File: src/verilog/intc_words_pkg.sv
// Purpose: shared constants for the control-word decoder
// Assumes: 8-bit control bytes, one address line
// Notes: field positions are bit indices within a control byte
package intc_words_pkg;

    // ------------------------------------------------------------
    // first initialization word fields
    // ------------------------------------------------------------
    localparam int WORD1_MARK = 4;
    localparam int TRIGGER_SELECT = 3;
    localparam int SPACING_SELECT = 2;
    localparam int SINGLE_FLAG = 1;
    localparam int FOURTH_WORD_REQUEST = 0;

    // ------------------------------------------------------------
    // fourth word and command word fields
    // ------------------------------------------------------------
    localparam int EXTENDED_NESTING_BIT = 4;
    localparam int BUFFER_BIT = 3;
    localparam int BUFFERED_SLAVE_BIT = 2;
    localparam int SELF_FINISH_BIT = 1;
    localparam int VECTOR_BIT = 0;
    localparam int ROTATE_BIT = 7;
    localparam int SPECIFY_LEVEL_BIT = 6;
    localparam int FINISH_BIT = 5;
    localparam int CMD_SELECT = 3;
    localparam int SET_NESTING_BIT = 6;
    localparam int EXCEPTIONAL_NESTING_BIT = 5;
    localparam int POLL_BIT = 2;
    localparam int SET_REGISTER_BIT = 1;
    localparam int READ_SELECT_BIT = 0;

    // ------------------------------------------------------------
    // reset values and answer bytes
    // ------------------------------------------------------------
    localparam logic [2:0] LOWEST_RESET = 3'h7;
    localparam logic [7:0] CALL_OPCODE = 8'hcd;
    localparam logic [7:0] WORD_CLEAR = 8'h00;

    typedef enum logic [2:0] {
        UNINIT = 3'b000,
        EXPECT_TWO = 3'b001,
        EXPECT_THREE = 3'b010,
        EXPECT_FOUR = 3'b011,
        READY = 3'b100
    } init_state_type;

    // priority rank of a level, 0 highest, given the lowest level
    function automatic logic [2:0] rankOf(input logic [2:0] level,
                                          input logic [2:0] lowest);
        rankOf = 3'(level - lowest - 3'h1);
    endfunction

endpackage

File: src/verilog/request_latch.sv
// Purpose: request input sampling with edge or level trigger
// Assumes: inputs synchronous to clk
// Notes: a new edge wins over a take in the same cycle, but a restart in that cycle drops it
`timescale 1ns/10ps
module request_latch #(
    parameter int WIDTH = 8
) (
    input wire logic clk,
    input wire logic reset,
    input wire logic [WIDTH-1:0] requestInput,
    input wire logic levelMode,
    input wire logic restart,
    input wire logic [WIDTH-1:0] take,
    output logic [WIDTH-1:0] pending
);
    logic [WIDTH-1:0] previous;
    logic [WIDTH-1:0] next_previous;
    logic [WIDTH-1:0] next_pending;
    logic [WIDTH-1:0] rise;

    always_comb begin
        rise = requestInput & ~previous;
        // restart keeps the input history: a held-high input needs a new rise
        next_previous = requestInput;
        if (levelMode) begin
            next_pending = requestInput;
        end else if (restart) begin
            next_pending = '0; // RQ2
        end else begin
            next_pending = (pending & ~take) | rise; // RQ9
        end
    end

    always_ff @(posedge clk or posedge reset) begin
        if (reset) begin
            previous <= '0;
            pending <= '0;
        end else begin
            previous <= next_previous;
            pending <= next_pending;
        end
    end
endmodule

File: src/verilog/priority_pick.sv
// Purpose: pick the highest priority set bit in circular order
// Assumes: lowest names the level of least priority
// Notes: purely combinational
`timescale 1ns/10ps
module priority_pick
    import intc_words_pkg::*;
#(
    parameter int WIDTH = 8
) (
    input wire logic [WIDTH-1:0] candidates,
    input wire logic [2:0] lowest,
    output logic found,
    output logic [2:0] level
);
    logic [2:0] probe;

    always_comb begin
        found = 1'b0;
        level = 3'h0;
        probe = 3'h0;
        // walk from the lowest priority upward, last hit is the best
        for (int i = 0; i < WIDTH; i++) begin
            probe = 3'(lowest - 3'(i));
            if (candidates[probe]) begin
                found = 1'b1;
                level = probe;
            end
        end
    end
endmodule

File: src/verilog/interrupt_ctrl_control_words.sv
// Purpose: control-word decoder and initialization sequencer
// Assumes: wrStrobe, rdStrobe and ackStrobe are one-cycle pulses
// Notes: answer bytes appear one cycle after a read or acknowledge strobe
//
// Contract
// RQ1: first-word marker write always restarts initialization
// RQ2: first word clears edges, pending, service, mask; pending follows the inputs instead if level trigger was selected
// RQ3: first word ends exceptional nesting, reads pending
// RQ4: first word restores fourth-word defaults
// RQ5: host writes second word next
// RQ6: third and fourth words follow flags
// RQ7: later words accepted only in sequence
// RQ8: first word field layout decoded
// RQ9: trigger select picks level or rising edge
// RQ10: spacing select gives four or eight bytes
// RQ11: single flag overrides master or slave choice
// RQ12: second word gives high address or vector
// RQ13: master hands marked levels to slaves
// RQ14: slave answers only on matching cascade address
// RQ15: buffer bit chooses role source
// RQ16: fourth word bit four selects nesting
// RQ17: self finish clears service at sequence end
// RQ18: fourth word bit zero selects vector or call
// RQ19: mask blocks pending and exceptional service
// RQ20: priority-finish word field layout decoded
// RQ21: circular priority, rotate moves lowest position
// RQ22: specify level names rotated or finished level
// RQ23: mode control word sets nesting, poll, read
// RQ24: high-address writes routed by init progress
`timescale 1ns/10ps
module interrupt_ctrl_control_words
    import intc_words_pkg::*;
#(
    parameter int LEVELS = 8
) (
    input wire logic clk,
    input wire logic reset,
    input wire logic wrStrobe,
    input wire logic rdStrobe,
    input wire logic addr0,
    input wire logic [7:0] dataIn,
    output logic [7:0] dataOut,
    output logic dataOe,
    input wire logic [LEVELS-1:0] requestInput,
    input wire logic ackStrobe,
    output logic intReq,
    input wire logic slaveSelectPin,
    output logic svPinOut,
    output logic svPinOe,
    input wire logic [2:0] cascadeIn,
    output logic [2:0] cascadeOut,
    output logic cascadeOe
);
    // ------------------------------------------------------------
    // configuration state
    // ------------------------------------------------------------
    init_state_type initState, next_initState;
    logic [7:0] wordOne, next_wordOne;
    logic [7:0] wordTwo, next_wordTwo;
    logic [7:0] wordThree, next_wordThree;
    logic [7:0] wordFour, next_wordFour;

    logic writeWordOne;
    logic writeHigh;
    logic writePriority;
    logic writeMode;

    assign writeWordOne = wrStrobe && !addr0 && dataIn[WORD1_MARK]; // RQ1
    assign writeHigh = wrStrobe && addr0;
    assign writePriority = wrStrobe && !addr0 && !dataIn[WORD1_MARK]
        && !dataIn[CMD_SELECT];
    assign writeMode = wrStrobe && !addr0 && !dataIn[WORD1_MARK]
        && dataIn[CMD_SELECT];

    always_comb begin
        next_initState = initState;
        next_wordOne = wordOne;
        next_wordTwo = wordTwo;
        next_wordThree = wordThree;
        next_wordFour = wordFour;
        if (writeWordOne) begin
            next_wordOne = dataIn; // RQ8
            next_wordFour = WORD_CLEAR; // RQ4
            next_initState = EXPECT_TWO; // RQ1
        end else if (writeHigh) begin
            case (initState) // RQ24
                EXPECT_TWO: begin
                    next_wordTwo = dataIn; // RQ12
                    if (!wordOne[SINGLE_FLAG]) begin
                        next_initState = EXPECT_THREE; // RQ6
                    end else if (wordOne[FOURTH_WORD_REQUEST]) begin
                        next_initState = EXPECT_FOUR; // RQ6
                    end else begin
                        next_initState = READY;
                    end
                end
                EXPECT_THREE: begin
                    next_wordThree = dataIn;
                    if (wordOne[FOURTH_WORD_REQUEST]) begin
                        next_initState = EXPECT_FOUR; // RQ6
                    end else begin
                        next_initState = READY;
                    end
                end
                EXPECT_FOUR: begin
                    next_wordFour = dataIn; // RQ16
                    next_initState = READY;
                end
                // high-address writes before the first word change nothing; mask writes leave the init state as is
                default: next_initState = initState; // RQ7
            endcase
        end
    end

    always_ff @(posedge clk or posedge reset) begin
        if (reset) begin
            initState <= UNINIT;
            wordOne <= WORD_CLEAR;
            wordTwo <= WORD_CLEAR;
            wordThree <= WORD_CLEAR;
            wordFour <= WORD_CLEAR;
        end else begin
            initState <= next_initState;
            wordOne <= next_wordOne;
            wordTwo <= next_wordTwo;
            wordThree <= next_wordThree;
            wordFour <= next_wordFour;
        end
    end

    // ------------------------------------------------------------
    // decoded modes
    // ------------------------------------------------------------
    logic levelMode, spacingFour, singleMode;
    logic extNest, bufMode, selfFinish, vectorMode;
    logic isMaster, isSlave;

    assign levelMode = wordOne[TRIGGER_SELECT]; // RQ9
    assign spacingFour = wordOne[SPACING_SELECT]; // RQ10
    assign singleMode = wordOne[SINGLE_FLAG];
    assign extNest = wordFour[EXTENDED_NESTING_BIT]; // RQ16
    assign bufMode = wordFour[BUFFER_BIT];
    assign selfFinish = wordFour[SELF_FINISH_BIT]; // RQ17
    assign vectorMode = wordFour[VECTOR_BIT]; // RQ18
    // RQ11 RQ15
    assign isMaster = !singleMode && (bufMode
        ? wordFour[BUFFERED_SLAVE_BIT] : slaveSelectPin);
    assign isSlave = !singleMode && !isMaster;

    function automatic logic [7:0] lowAddress(input logic [7:0] w1,
                                              input logic four,
                                              input logic [2:0] lvl);
        if (four) begin
            lowAddress = {w1[7:5], lvl, 2'b00};
        end else begin
            lowAddress = {w1[7:6], lvl, 3'b000};
        end
    endfunction

    // ------------------------------------------------------------
    // requests and priority
    // ------------------------------------------------------------
    logic [LEVELS-1:0] pending;
    logic [LEVELS-1:0] take;
    logic [LEVELS-1:0] inService, next_inService;
    logic [LEVELS-1:0] mask, next_mask;
    logic [LEVELS-1:0] serviceSeen;
    logic [2:0] lowest, next_lowest;
    logic reqFound, srvFound;
    logic [2:0] reqLevel, srvLevel;
    logic accept;

    request_latch #(.WIDTH(LEVELS)) requestStage (
        .clk(clk),
        .reset(reset),
        .requestInput(requestInput),
        .levelMode(levelMode),
        .restart(writeWordOne),
        .take(take),
        .pending(pending)
    );

    logic exceptNest, next_exceptNest;

    // exceptional nesting hides masked levels from the service check
    assign serviceSeen = exceptNest ? (inService & ~mask) : inService;

    priority_pick #(.WIDTH(LEVELS)) requestPick (
        .candidates(pending & ~mask), // RQ19
        .lowest(lowest),
        .found(reqFound),
        .level(reqLevel)
    );

    priority_pick #(.WIDTH(LEVELS)) servicePick (
        .candidates(serviceSeen), // RQ19
        .lowest(lowest),
        .found(srvFound),
        .level(srvLevel)
    );

    // RQ21
    assign accept = reqFound && (initState == READY) && (!srvFound
        || (rankOf(reqLevel, lowest) < rankOf(srvLevel, lowest))
        || (extNest && reqLevel == srvLevel));

    // ------------------------------------------------------------
    // operation state
    // ------------------------------------------------------------
    logic readIsr, next_readIsr;
    logic pollArmed, next_pollArmed;
    logic [1:0] ackCount, next_ackCount;
    logic [2:0] ackLevel, next_ackLevel;
    logic respond;
    logic [7:0] next_dataOut;
    logic next_dataOe, next_intReq, next_svPinOut, next_svPinOe;
    logic [2:0] next_cascadeOut;
    logic next_cascadeOe;
    logic lastPulse;
    logic [2:0] pfLevel;

    // RQ13 RQ14
    assign respond = !(isMaster && wordThree[ackLevel])
        && !(isSlave && cascadeIn != wordThree[2:0]);
    assign lastPulse = vectorMode ? (ackCount == 2'h1) : (ackCount == 2'h2);

    always_comb begin
        next_inService = inService;
        next_mask = mask;
        next_lowest = lowest;
        next_exceptNest = exceptNest;
        next_readIsr = readIsr;
        next_pollArmed = pollArmed;
        next_ackCount = ackCount;
        next_ackLevel = ackLevel;
        next_dataOut = dataOut;
        next_dataOe = 1'b0;
        next_cascadeOut = cascadeOut;
        take = '0;
        pfLevel = srvLevel;
        if (writeWordOne) begin
            next_inService = '0; // RQ2
            next_mask = '0; // RQ2
            next_lowest = LOWEST_RESET; // RQ21
            next_exceptNest = 1'b0; // RQ3
            next_readIsr = 1'b0; // RQ3
            next_pollArmed = 1'b0;
            next_ackCount = 2'h0;
            next_cascadeOut = 3'h0;
        end else if (writeHigh && initState == READY) begin
            next_mask = dataIn; // RQ19
        end else if (writePriority && initState == READY) begin
            // RQ20 RQ22
            if (dataIn[SPECIFY_LEVEL_BIT]) begin
                pfLevel = dataIn[2:0];
            end
            if (dataIn[FINISH_BIT]
                && (dataIn[SPECIFY_LEVEL_BIT] || srvFound)) begin
                next_inService[pfLevel] = 1'b0; // RQ22
            end
            if (dataIn[ROTATE_BIT]
                && (dataIn[SPECIFY_LEVEL_BIT] || srvFound)) begin
                next_lowest = pfLevel; // RQ21
            end
        end else if (writeMode) begin
            if (dataIn[SET_NESTING_BIT]) begin
                next_exceptNest = dataIn[EXCEPTIONAL_NESTING_BIT]; // RQ23
            end
            if (dataIn[SET_REGISTER_BIT]) begin
                next_readIsr = dataIn[READ_SELECT_BIT]; // RQ23
            end
            next_pollArmed = dataIn[POLL_BIT]; // RQ23
        end else if (rdStrobe) begin
            next_dataOe = 1'b1;
            if (pollArmed) begin
                next_dataOut = {reqFound, 4'h0, reqLevel};
                next_pollArmed = 1'b0;
            end else if (addr0) begin
                next_dataOut = mask;
            end else begin
                next_dataOut = readIsr ? inService : pending; // RQ23
            end
        end else if (ackStrobe) begin
            if (ackCount == 2'h0) begin
                next_ackLevel = reqLevel;
                next_inService[reqLevel] = 1'b1;
                take[reqLevel] = 1'b1;
                next_ackCount = 2'h1;
                if (isMaster && wordThree[reqLevel]) begin
                    next_cascadeOut = reqLevel; // RQ13
                end
                if (!vectorMode && respond) begin
                    next_dataOe = !(isMaster && wordThree[reqLevel]);
                    next_dataOut = CALL_OPCODE; // RQ18
                end
            end else begin
                next_dataOe = respond; // RQ14
                if (vectorMode) begin
                    next_dataOut = {wordTwo[7:3], ackLevel}; // RQ12
                end else if (ackCount == 2'h1) begin
                    next_dataOut = lowAddress(wordOne, spacingFour,
                        ackLevel); // RQ10
                end else begin
                    next_dataOut = wordTwo; // RQ12
                end
                next_ackCount = 2'(ackCount + 2'h1);
                if (lastPulse) begin
                    next_ackCount = 2'h0;
                    next_cascadeOut = 3'h0;
                    if (selfFinish) begin
                        next_inService[ackLevel] = 1'b0; // RQ17
                    end
                end
            end
        end
        next_intReq = accept && (ackCount == 2'h0) && !wrStrobe;
        next_svPinOe = bufMode; // RQ15
        next_svPinOut = !(bufMode && next_dataOe);
        next_cascadeOe = !isSlave; // RQ11
    end

    always_ff @(posedge clk or posedge reset) begin
        if (reset) begin
            inService <= '0;
            mask <= '0;
            lowest <= LOWEST_RESET;
            exceptNest <= 1'b0;
            readIsr <= 1'b0;
            pollArmed <= 1'b0;
            ackCount <= 2'h0;
            ackLevel <= 3'h0;
            dataOut <= WORD_CLEAR;
            dataOe <= 1'b0;
            intReq <= 1'b0;
            svPinOut <= 1'b1;
            svPinOe <= 1'b0;
            cascadeOut <= 3'h0;
            cascadeOe <= 1'b0;
        end else begin
            inService <= next_inService;
            mask <= next_mask;
            lowest <= next_lowest;
            exceptNest <= next_exceptNest;
            readIsr <= next_readIsr;
            pollArmed <= next_pollArmed;
            ackCount <= next_ackCount;
            ackLevel <= next_ackLevel;
            dataOut <= next_dataOut;
            dataOe <= next_dataOe;
            intReq <= next_intReq;
            svPinOut <= next_svPinOut;
            svPinOe <= next_svPinOe;
            cascadeOut <= next_cascadeOut;
            cascadeOe <= next_cascadeOe;
        end
    end
endmodule

File: config.mk
export PLATFORM = sky130hd
export DESIGN_NAME = interrupt_ctrl_control_words
export DESIGN_NICKNAME = d
export VERILOG_FILES = /design/src/verilog/intc_words_pkg.sv /design/src/verilog/request_latch.sv /design/src/verilog/priority_pick.sv /design/src/verilog/interrupt_ctrl_control_words.sv
export SDC_FILE = /design/constraint.sdc
export NUM_CORES = 1
export LEC_CHECK = 0
export ABC_AREA = 1
export ABC_CLOCK_PERIOD_IN_PS = 4900
export BUFFER_PORTS_ARGS = -buffer_cell sky130_fd_sc_hd__buf_2
export CORE_UTILIZATION = 40
export CTS_CLUSTER_SIZE = 14
export DETAILED_ROUTE_END_ITERATION = 16
export PLACE_DENSITY = 0.66
export SLEW_MARGIN = 15
export SYNTH_ARGS = -nofsm -noshare
export SYNTH_HDL_FRONTEND = slang
export SYNTH_SLANG_ARGS = --single-unit
File: constraint.sdc
create_clock -name clk -period 4.9 [get_ports clk]
set_input_delay 0.735 -clock clk [delete_from_list [all_inputs] [get_ports clk]]
set_output_delay 0.735 -clock clk [all_outputs]
set_load 0.005 [all_outputs]
== After elaboration in Yosys (flattened, before gate mapping) ==
Cells that the tools add are included.
Storage, ports and cells
  bits in registers: 91
  bits in latches: 0
  RAM bits: 0
  input bits: 26
  output and inout bits: 16
  memory bits (read-only): 0
  word-level logic and storage cells: 320
  memories: 0
Operators by class
  reduce and logical (&&, ||, !) cells: 72
  add/subtract/negate cells: 12
  divide/modulo/power cells: 0
  multiplexer cells: 164
  shifts and indexed selects: 0
  eq/ne operators: 17
  bitwise logic cells: 18
  magnitude comparators: 15
  multipliers: 0
Operator list (number)
  $mux W8: 31
  $mux W3: 37
  $mux W1: 62
  $bmux W1 S3: 18
  $and A8 B8 Y8: 6
  $lt A3 B4 Y1 const B: 11
  $not A8 Y8: 5
  $logic_and A1 B1 Y1: 26
  $reduce_and A7 Y1: 3
  $reduce_bool A2 Y1: 10
  $mux W2: 8
  $or A8 B8 Y8: 2
  $mux W5: 3
  $logic_not A1 Y1: 13
  $reduce_and A3 Y1: 4
  $reduce_bool A4 Y1: 3
  $sub A3 B3 Y3 const B: 4
  $demux W1 S3: 3
  $ge A3 B1 Y1 const B: 3
  $ne A3 B1 Y1 const B: 3
  $pmux W3 S3: 1
  $reduce_bool A3 Y1: 3
  $sub A3 B1 Y3 const B: 3
  $ne A2 B1 Y1 const B: 4
  other kinds (21): 32

== Longest topological paths before layout ==
Gate-level depths: netlist of run 1.
  depth in word-level cells: 28
  mapped depth: 25
  mapped depth without buffers: 23

== Modules after synthesis ==
A second synthesis of run 1 with hierarchy kept.
Unflattened totals
  cell total of the unflattened synthesis: 943
  area total of the unflattened synthesis: 6466.2 um^2
Modules (own cells, without submodules)
  interrupt_ctrl_control_words: cells each 614, sequential area each 1856.8 um^2, area an instance 4456.8 um^2, instances 1
  priority_pick: cells each 123, sequential area each 0.0 um^2, area an instance 666.9 um^2, instances 2
  request_latch: cells each 83, sequential area each 400.4 um^2, area an instance 675.6 um^2, instances 1

== Worst setup path before layout of run 1 ==
Ideal clock, no wire load.
  path type: flip-flop to flip-flop
  start: register lowest[1]
  end: register intReq
  period minus slack after synthesis: 3.861 ns
  slack: 1.039 ns
  arrival time: 3.737 ns
  stages on the path, launching flop included: 25
  library setup time: 0.124 ns
  cells stage by stage: dfstp_2 inv_1 buf_2 ha_1 inv_1 clkbuf_1 nand2_1 nand3_1 nand2_1 nand2_1 nand2_1 nand2_1 nand2_1 nand2_1 nand2_1 nand2_1 nand2_2 ha_1 fa_1 xor2_1 xor2_1 ha_1 o211ai_1 a32oi_1 a21oi_1
On the way
  longest elaborated chain between the ends: 18
Ends and longest elaborated chain
  start: declaration: RTL line interrupt_ctrl_control_words.sv:168  | logic [2:0] lowest, next_lowest;
  start signal: assignment: RTL line interrupt_ctrl_control_words.sv:342  | lowest <= next_lowest;
  $sub A3 B1 Y3 / $bmux W1 S3 (equally long branches): RTL line priority_pick.sv:23, priority_pick.sv:24
  $bmux W1 S3 / $mux W1 (equally long branches): RTL line priority_pick.sv:24  | if (candidates[probe]) begin
  $mux W1 (implied by the code) / $mux W3 (equally long branches): RTL line priority_pick.sv:24
  $mux W3 (7 in series): RTL line priority_pick.sv:24
  $sub A3 B3 Y3: RTL line intc_words_pkg.sv:51  | rankOf = 3'(level - lowest - 3'h1);
  $sub A3 B1 Y3: RTL line intc_words_pkg.sv:51
  $lt A3 B3 Y1: RTL line interrupt_ctrl_control_words.sv:204  | || (rankOf(reqLevel, lowest) < rankOf(srvLevel, lowest))
  $logic_or A1 B1 Y1: RTL line interrupt_ctrl_control_words.sv:204
  $logic_or A1 B1 Y1: RTL line interrupt_ctrl_control_words.sv:205  | || (extNest && reqLevel == srvLevel));
  $logic_and A1 B1 Y1 (*): RTL line interrupt_ctrl_control_words.sv:203  | assign accept = reqFound && (initState == READY) && (!srvFound
  $logic_and A1 B1 Y1 (*) (2 in series): RTL line interrupt_ctrl_control_words.sv:316  | next_intReq = accept && (ackCount == 2'h0) && !wrStrobe;
  net next_intReq: RTL line interrupt_ctrl_control_words.sv:216  | logic next_dataOe, next_intReq, next_svPinOut, next_svPinOe;
  end signal: assignment: RTL line interrupt_ctrl_control_words.sv:350  | intReq <= next_intReq;
  end: declaration: RTL line interrupt_ctrl_control_words.sv:46  | output logic intReq,
Mark *: on every way through the listed nets, which the timed path passes. The rest lies on a longest branch. The select of a mux whose other input is x is not followed.
A chain may end at the register's enable or synchronous reset.

== Worst setup path after layout of run 1 ==
  start: register lowest[1]
  end: register intReq
On the way
  longest elaborated chain between the ends: 18
Ends and longest elaborated chain
  $sub A3 B1 Y3 / $bmux W1 S3 (equally long branches): RTL line priority_pick.sv:23, priority_pick.sv:24
  $bmux W1 S3 / $mux W1 (equally long branches): RTL line priority_pick.sv:24
  $mux W1 (implied by the code) / $mux W3 (equally long branches): RTL line priority_pick.sv:24
  $mux W3 (6 in series): RTL line priority_pick.sv:24
  $mux W3 (*): RTL line priority_pick.sv:24
  net reqLevel[1]: RTL line interrupt_ctrl_control_words.sv:170  | logic [2:0] reqLevel, srvLevel;
  $sub A3 B3 Y3: RTL line intc_words_pkg.sv:51
  $sub A3 B1 Y3: RTL line intc_words_pkg.sv:51
  $lt A3 B3 Y1: RTL line interrupt_ctrl_control_words.sv:204
  $logic_or A1 B1 Y1: RTL line interrupt_ctrl_control_words.sv:204
  $logic_or A1 B1 Y1 (*): RTL line interrupt_ctrl_control_words.sv:205
  $logic_and A1 B1 Y1 (*): RTL line interrupt_ctrl_control_words.sv:203
  $logic_and A1 B1 Y1 (*) (2 in series): RTL line interrupt_ctrl_control_words.sv:316
  net next_intReq: RTL line interrupt_ctrl_control_words.sv:216
Marks and branches as above.

==> results.json, run 1 <==
{
  "start_util": 0.414,
  "cpMaxStageDelayCell": "dfstp_2",
  "power_per_cell_area_mw_per_mm2": 844,
  "status": "complete, no violations",
  "synth-adder-area-share": 0.0241,
  "synthMuxAreaShare": 0.0112,
  "cts-resized-gates": 0,
  "synth_xor_area_frac": 0.0223,
  "synthSimpleGateAreaFrac": 0.339,
  "ys_ff_latch": 90,
  "synthFlopType": "dfrtp_1",
  "switching_power_mw": 3.19,
  "fin_worst_skew_ps": 9.78,
  "clock_power_share": 0.125,
  "wl_per_cell_um": 17.1,
  "crit_end": "intReq",
  "setup_viol": 0,
  "synthCells": 917,
  "rsz0062_at_grt": "no",
  "vias": 6286,
  "dpl-instance-area_sq_mm": 0.00670,
  "cpPeakStageDelay_ps": 730,
  "async_flop_share": 1.00,
  "postCtsSetupRepairBufs": 0,
  "cp-end-kind": "flip-flop",
  "cts-htree-levels": 3,
  "pwr-share-seq": 0.211,
  "antenna_cells": 0,
  "die_area_sq_mm": 0.0164,
  "grt_pass1_wl_um": 31700,
  "grt_pass1_vias": 5884,
  "reg2reg_slack_ps": 520,
  "period_needed_ps": 4380,
  "combPwrFrac": 0.664,
  "crit_buf_inv": 3,
  "worstSetupStartpoint": "lowest[1]",
  "hold_class": "input pin to async pin",
  "yosys-top-cells-count": "259 x nand2_1, 106 x inv_1, 94 x nand3_1",
  "maxCapViolations": 0,
  "die_w_um": 128,
  "drt-vias-per-instance": 5.40,
  "grt_start_max_net_pins": 54,
  "clock-sinks": 90,
  "yosysSeqAreaShare": 0.356,
  "clockBufferDepth": 2,
  "ioPinCount": 42,
  "rows": 45,
  "arrival_ps": 4660,
  "ctsHoldBuffers": 0,
  "coreArea_sq_mm": 0.0153,
  "globalplace.congestion": 0.968,
  "period_share": 0.895,
  "r2r_end": "intReq",
  "r2r_cells": 21,
  "critical-path-top-delay-family": "adder cells",
  "synth-compound-area-share": 0.153,
  "drt_iter0_markers": 550,
  "drv_slew": 0,
  "start_kind": "flip-flop",
  "finalSetupTns_ps": 0,
  "wl_um": 19900,
  "path_cells": "inv_1, ha_1, inv_1, nand3_1, nand3_1, nand2_1, a21oi_1, nand3_1, nand2_1, nand2_1, nand2_1, nand2_1, nand2_2, inv_2, fa_1, xnor2_1, xor2_1, ha_1, a21oi_1, a32oi_1, a21oi_1",
  "max-vdd-ir-drop_uv": 359,
  "slew_headroom": 0.542,
  "area_growth_pct": 10.5,
  "ant_nets": 0,
  "synth_edf_count": 0,
  "root_buffer": "clkbuf_16",
  "synth_top_family_by_area": "simple AND/OR/NAND/NOR gates",
  "synth_area_sq_mm": 0.00635,
  "crit_type": "flip-flop to flip-flop",
  "clk_latency_ps": 360,
  "antenna_found_initial": 0,
  "worstMarginPinSlew_ps": 687,
  "dp.final_hpwl_um": 15500,
  "gr-usage-all-layers": 0.256,
  "final_cells": 1163,
  "dpl.cell_count": 1147,
  "port_buffers": 41,
  "clock.fmax_ghz": 0.228,
  "finalHoldViolCount": 0,
  "drive_gt1_frac": 0.128,
  "synth_cell_types": 50,
  "syn_nets": 954,
  "cp_num_cells": 21,
  "die_h_um": 128,
  "crit_top_cell": "nand2_1",
  "overflow": 0,
  "drc": 0,
  "dr.pass1.iters": 6,
  "leakage_nw": 3.53,
  "fin_area_sq_mm": 0.00701,
  "synth_top_area_cell": "dfrtp_1",
  "rr_startpoint": "lowest[1]",
  "internal-power_mw": 2.72,
  "cp.required_ps": 5180,
  "yosysMostFrequentCell": "nand2_1",
  "cts_made_buffers": 9,
  "path_clk_slew_ps": 70,
  "yosysWarningCount": 0,
  "swShare": 0.540,
  "cts_tree": "built",
  "syn_area_per_cell_sq_um": 6.92,
  "yosys-top-cells-area": "dfrtp_1 34%, nand2_1 15%, nand3_1 7.4%, inv_1 6.3%, o21ai_0 6.2%",
  "critPathMaxFanout": 14,
  "yosys.area.top_type_share": 0.339,
  "final_nets": 984
}
[state kept, by name (all words and copies together) (netlist names), 2 cells and up]
name / flops
wordOne: 7
wordFour: 5
initState: 3
ackCount: 2
ackLevel: 3
dataOut: 8
wordTwo: 8
requestStage.previous: 8
requestStage.pending: 8
inService: 8
lowest: 3
wordThree: 8
mask: 8
cascadeOut: 3
[worst min-delay path by stage]
| stage | from | cells after the start | endpoint | slack (ps) |
|---|---|---|---|---|
| finish | reset | 2 | wordOne[0] | 410 |
| CTS | reset | 2 | ackLevel[1] | 420 |
| floorplan | wordFour[3] | 0 | svPinOe | 400 |
| detailed placement | wordFour[3] | 0 | svPinOe | 450 |
| global placement | wordFour[3] | 0 | svPinOe | 460 |
| global route | reset | 2 | wordOne[0] | 440 |
[cells by family (layout without fill, tap and decap cells)]
family                   Yosys count  in the layout
AND/OR/NAND/NOR                  478            478
AO/OA/AOI/OAI                    177            177
buffers and inverters            143            178
flip-flops                        90             90
adder cells (fa/ha/maj)           11             11
XOR/XNOR                          11             11
multiplexers                       7              7
[power groups by stage]
stage / Clock (mW) / Sequential, mW / Combinational, mW
after floorplan: 0 / 1.14 / 3.05
after global placement: 0 / 1.25 / 3.84
after detailed placement: 0 / 1.25 / 3.86
after CTS: 0.749 / 1.24 / 3.87
after global routing: 0.778 / 1.28 / 4.41
final: 0.740 / 1.25 / 3.93
[area by class of cell]
class	count	area (sq um)
multi-input combinational	684	3490
sequential	90	2260
tap	211	264
timing repair buffer	46	243
clock buffer	12	267
clock inverter	4	48.8
fill	1611	8300
inverter	116	443
[cells in the final DEF (no fill, tap or decap), drive strengths merged, types with 2 or more instances in the layout]
cell and n:
nand2 280, inv 116, nand3 108, dfrtp 86, o21ai 83, nor2 64, a21oi 57, buf 46
nor3 15, o22ai 12, clkbuf 12, ha 9, a31oi 7, nand4 7, mux2i 6, xnor2 6
o211ai 5, xor2 5, dfstp 4, nand3b 3, clkinv 3, a221o 2, a41oi 2, fa 2
o21bai 2, a21boi 2
[per-stage QoR]
stage | hold WS, ps | utilization | power [mW] | worst slack, ps
after CTS | 417 | 0.458 | 5.87 | 550
after global placement | 461 | 0.437 | 5.10 | 642
after detailed placement | 447 | 0.437 | 5.12 | 558
final | 408 | 0.458 | 5.92 | 516
after floorplan | 403 | - | 4.19 | 1040
after global routing | 443 | 0.458 | 6.47 | 139
[routing by layer]
metal,global-route usage,part of all wire,vias to the layer above,wire length [um]
met4,0.114,0.033,0,653
met2,0.383,0.43,260,8520
li1,-,-,3078,-
met5,0,0,-,0
met3,0.0484,0.079,43,1570
met1,0.359,0.46,2905,9170
No activity file was read; power rests on OpenSTA's default activity.
==> run 2, diff against run 1 <==
--- a/config.mk
+++ b/config.mk
@@ -5,13 +5,13 @@
 export SDC_FILE = /design/constraint.sdc
 export NUM_CORES = 1
 export LEC_CHECK = 0
-export ABC_AREA = 1
 export ABC_CLOCK_PERIOD_IN_PS = 4900
 export BUFFER_PORTS_ARGS = -buffer_cell sky130_fd_sc_hd__buf_2
 export CORE_UTILIZATION = 40
 export CTS_CLUSTER_SIZE = 14
 export DETAILED_ROUTE_END_ITERATION = 16
-export PLACE_DENSITY = 0.66
+export PLACE_DENSITY = 0.65
+export SKIP_LAST_GASP = 1
 export SLEW_MARGIN = 15
 export SYNTH_ARGS = -nofsm -noshare
 export SYNTH_HDL_FRONTEND = slang
==> run 2 against run 1 <==
  * Count of clock-buffer cells in the layout decreased by 1
  * Hold slack improved by 63 ps
  * Routed wire length increased by 16%
  * Die area increased by 16%
  * Register-to-register slack got worse by 220 ps
  * Sequential power about the same
  * Via count increased by 8.5%
  * Critical path type unchanged
  * Critical endpoint unchanged
  * Largest cell class unchanged
  * Largest power group unchanged
  * Highest routed layer unchanged
==> results.json, run 2 <==
{
  "clock.fmax_ghz": 0.217,
  "clock-sinks": 90,
  "finalSetupTns_ps": 0,
  "ioPinCount": 42,
  "synth_edf_count": 0,
  "yosys.area.top_type_share": 0.292,
  "rr_startpoint": "lowest[0]",
  "leakage_nw": 3.31,
  "port_buffers": 41,
  "dpl-instance-area_sq_mm": 0.00781,
  "die_h_um": 138,
  "power_per_cell_area_mw_per_mm2": 537,
  "worstMarginPinSlew_ps": 1010,
  "gr-usage-all-layers": 0.252,
  "slew_headroom": 0.320,
  "synth_cell_types": 98,
  "drt_iter0_markers": 1044,
  "dr.pass1.iters": 5,
  "final_nets": 847,
  "synth_area_sq_mm": 0.00736,
  "antenna_cells": 0,
  "clk_latency_ps": 350,
  "vias": 6818,
  "yosys-top-cells-count": "91 x nand2_1, 86 x dfrtp_1, 76 x nor2_1",
  "fill_cells": 1761,
  "syn_nets": 819,
  "r2r_cells": 18,
  "async_flop_share": 1.00,
  "yosys-top-cells-area": "dfrtp_1 29%, mux4_2 8.3%, mux2i_1 6.7%, mux2_2 5.7%, nand2_1 4.6%",
  "wl_met2_um": 10500,
  "drive_gt1_frac": 0.229,
  "wl_um": 23100,
  "ant_nets": 0,
  "finalHoldViolCount": 0,
  "start_util": 0.409,
  "fin_worst_skew_ps": 12.6,
  "critPathMaxFanout": 13,
  "root_buffer": "clkbuf_16",
  "yosysWarningCount": 0,
  "syn_area_per_cell_sq_um": 9.42,
  "area_growth_pct": 10.5,
  "ys_ff_latch": 90,
  "drc": 0,
  "globalplace.congestion": 0.993,
  "r2r_end": "intReq",
  "top_layer": "met4",
  "crit_type": "flip-flop to flip-flop",
  "die_area_sq_mm": 0.0190,
  "postCtsSetupRepairBufs": 0,
  "synthFlopType": "dfrtp_1",
  "period_share": 0.939,
  "maxCapViolations": 0,
  "wl_per_cell_um": 22.2,
  "start_kind": "flip-flop",
  "yosysMostFrequentCell": "nand2_1",
  "yosysSeqAreaShare": 0.307,
  "max-vdd-ir-drop_uv": 298,
  "die_w_um": 138,
  "grt_start_max_net_pins": 50,
  "period_needed_ps": 4600,
  "drt-vias-per-instance": 6.53,
  "mostFrequentLayoutCells": "91 x nand2_1, 86 x dfrtp_1, 76 x nor2_1",
  "arrival_ps": 4850,
  "cts-htree-levels": 3,
  "drv_slew": 0,
  "fin_area_sq_mm": 0.00813,
  "reg2reg_slack_ps": 300,
  "cts_made_buffers": 9,
  "grt_pass1_vias": 6269,
  "met3_length_um": 1820,
  "setup_viol": 0,
  "holdWs_ps": 471,
  "layout_commonest_cell": "nand2_1",
  "finalPower_mw": 4.37,
  "antenna_found_initial": 0,
  "rows": 49,
  "synthCells": 782,
  "status": "complete, no violations",
  "dp.final_hpwl_um": 16900,
  "cp.required_ps": 5150,
  "grt_pass1_wl_um": 35900,
  "wl_met1_um": 10100,
  "cts_tree": "built",
  "overflow": 0,
  "synth_top_area_cell": "dfrtp_1",
  "coreArea_sq_mm": 0.0180,
  "clockBufferDepth": 2,
  "path_clk_slew_ps": 70,
  "rsz0062_at_grt": "no",
  "cp-end-kind": "flip-flop",
  "hold_class": "input pin to async pin"
}
[run 2: worst max-delay path by stage]
stage | from | endpoint | slack [ps] | cells after the start
after floorplan | lowest[0] | intReq | 280 | 21
after global placement | exceptNest | intReq | 210 | 15
after detailed placement | exceptNest | intReq | 170 | 15
after CTS | exceptNest | intReq | 160 | 15
after global routing | lowest[0] | intReq | 0.8 | 18
final | lowest[0] | intReq | 300 | 18
[run 2: per-layer routing]
| metal | global-route usage | up-vias |
|---|---|---|
| met4 | 0.0873 | 0 |
| met5 | 0 | - |
| met3 | 0.0453 | 70 |
| met2 | 0.385 | 367 |
| li1 | - | 3024 |
| met1 | 0.355 | 3357 |
[run 2: metrics by stage]
| step | cells | util | setup slack, ps |
|---|---|---|---|
| final | 1044 | 0.451 | 297 |
| after floorplan | 782 | - | 285 |
| after detailed placement | 1028 | 0.433 | 169 |
| after global placement | 1028 | 0.433 | 212 |
| after global routing | 1044 | 0.451 | 0.831 |
| after CTS | 1044 | 0.450 | 158 |
[run 2: where the power goes]
group | internal, mW | total (mW) | switching [mW] | leakage, nW
Combinational | 1.05 | 2.40 | 1.35 | 2.07
Clock | 0.399 | 0.700 | 0.301 | 0.136
Sequential | 0.969 | 1.27 | 0.299 | 1.10
Total | 2.41 | 4.37 | 1.95 | 3.31
[run 2: cells by family (layout without fill, tap and decap cells)]
family	Yosys count	after routing	synth area share
simple gates	275	275	0.186
compound gates	207	207	0.207
mux	116	116	0.215
flops	90	90	0.307
buf+inv	69	102	0.0435
xor+xnor	14	14	0.0218
fa+ha+maj	11	11	0.0207
[run 2: area by class of cell]
cell class,count,area (sq um),share of cell area
multi-input combinational,623,4810,0.591
sequential,90,2260,0.278
timing repair buffer,65,398,0.0489
tap,229,287,0.0352
clock buffer,11,233,0.0286
inverter,21,83.8,0.0103
clock inverter,5,62.6,0.00769
[run 2: worst max-delay path: stages (launching register included)]
cell,delay (ps)
dfstp_4,730
inv_2,70
ha_1,280
xnor2_1,200
buf_4,210
mux4_2,360
a211o_1,380
a21oi_4,170
nor2_2,90
or2_1,250
ha_1,200
fa_1,370
xor2_1,160
xnor2_1,150
ha_1,280
nor2b_1,120
o21ai_0,180
a41oi_1,90
nor4_1,200
[run 2: what timing repair did]
item / in CTS / in global routing
resized for setup: 0 / 11
hold buffers: 0 / 0
setup endpoints to repair: 0 / 1
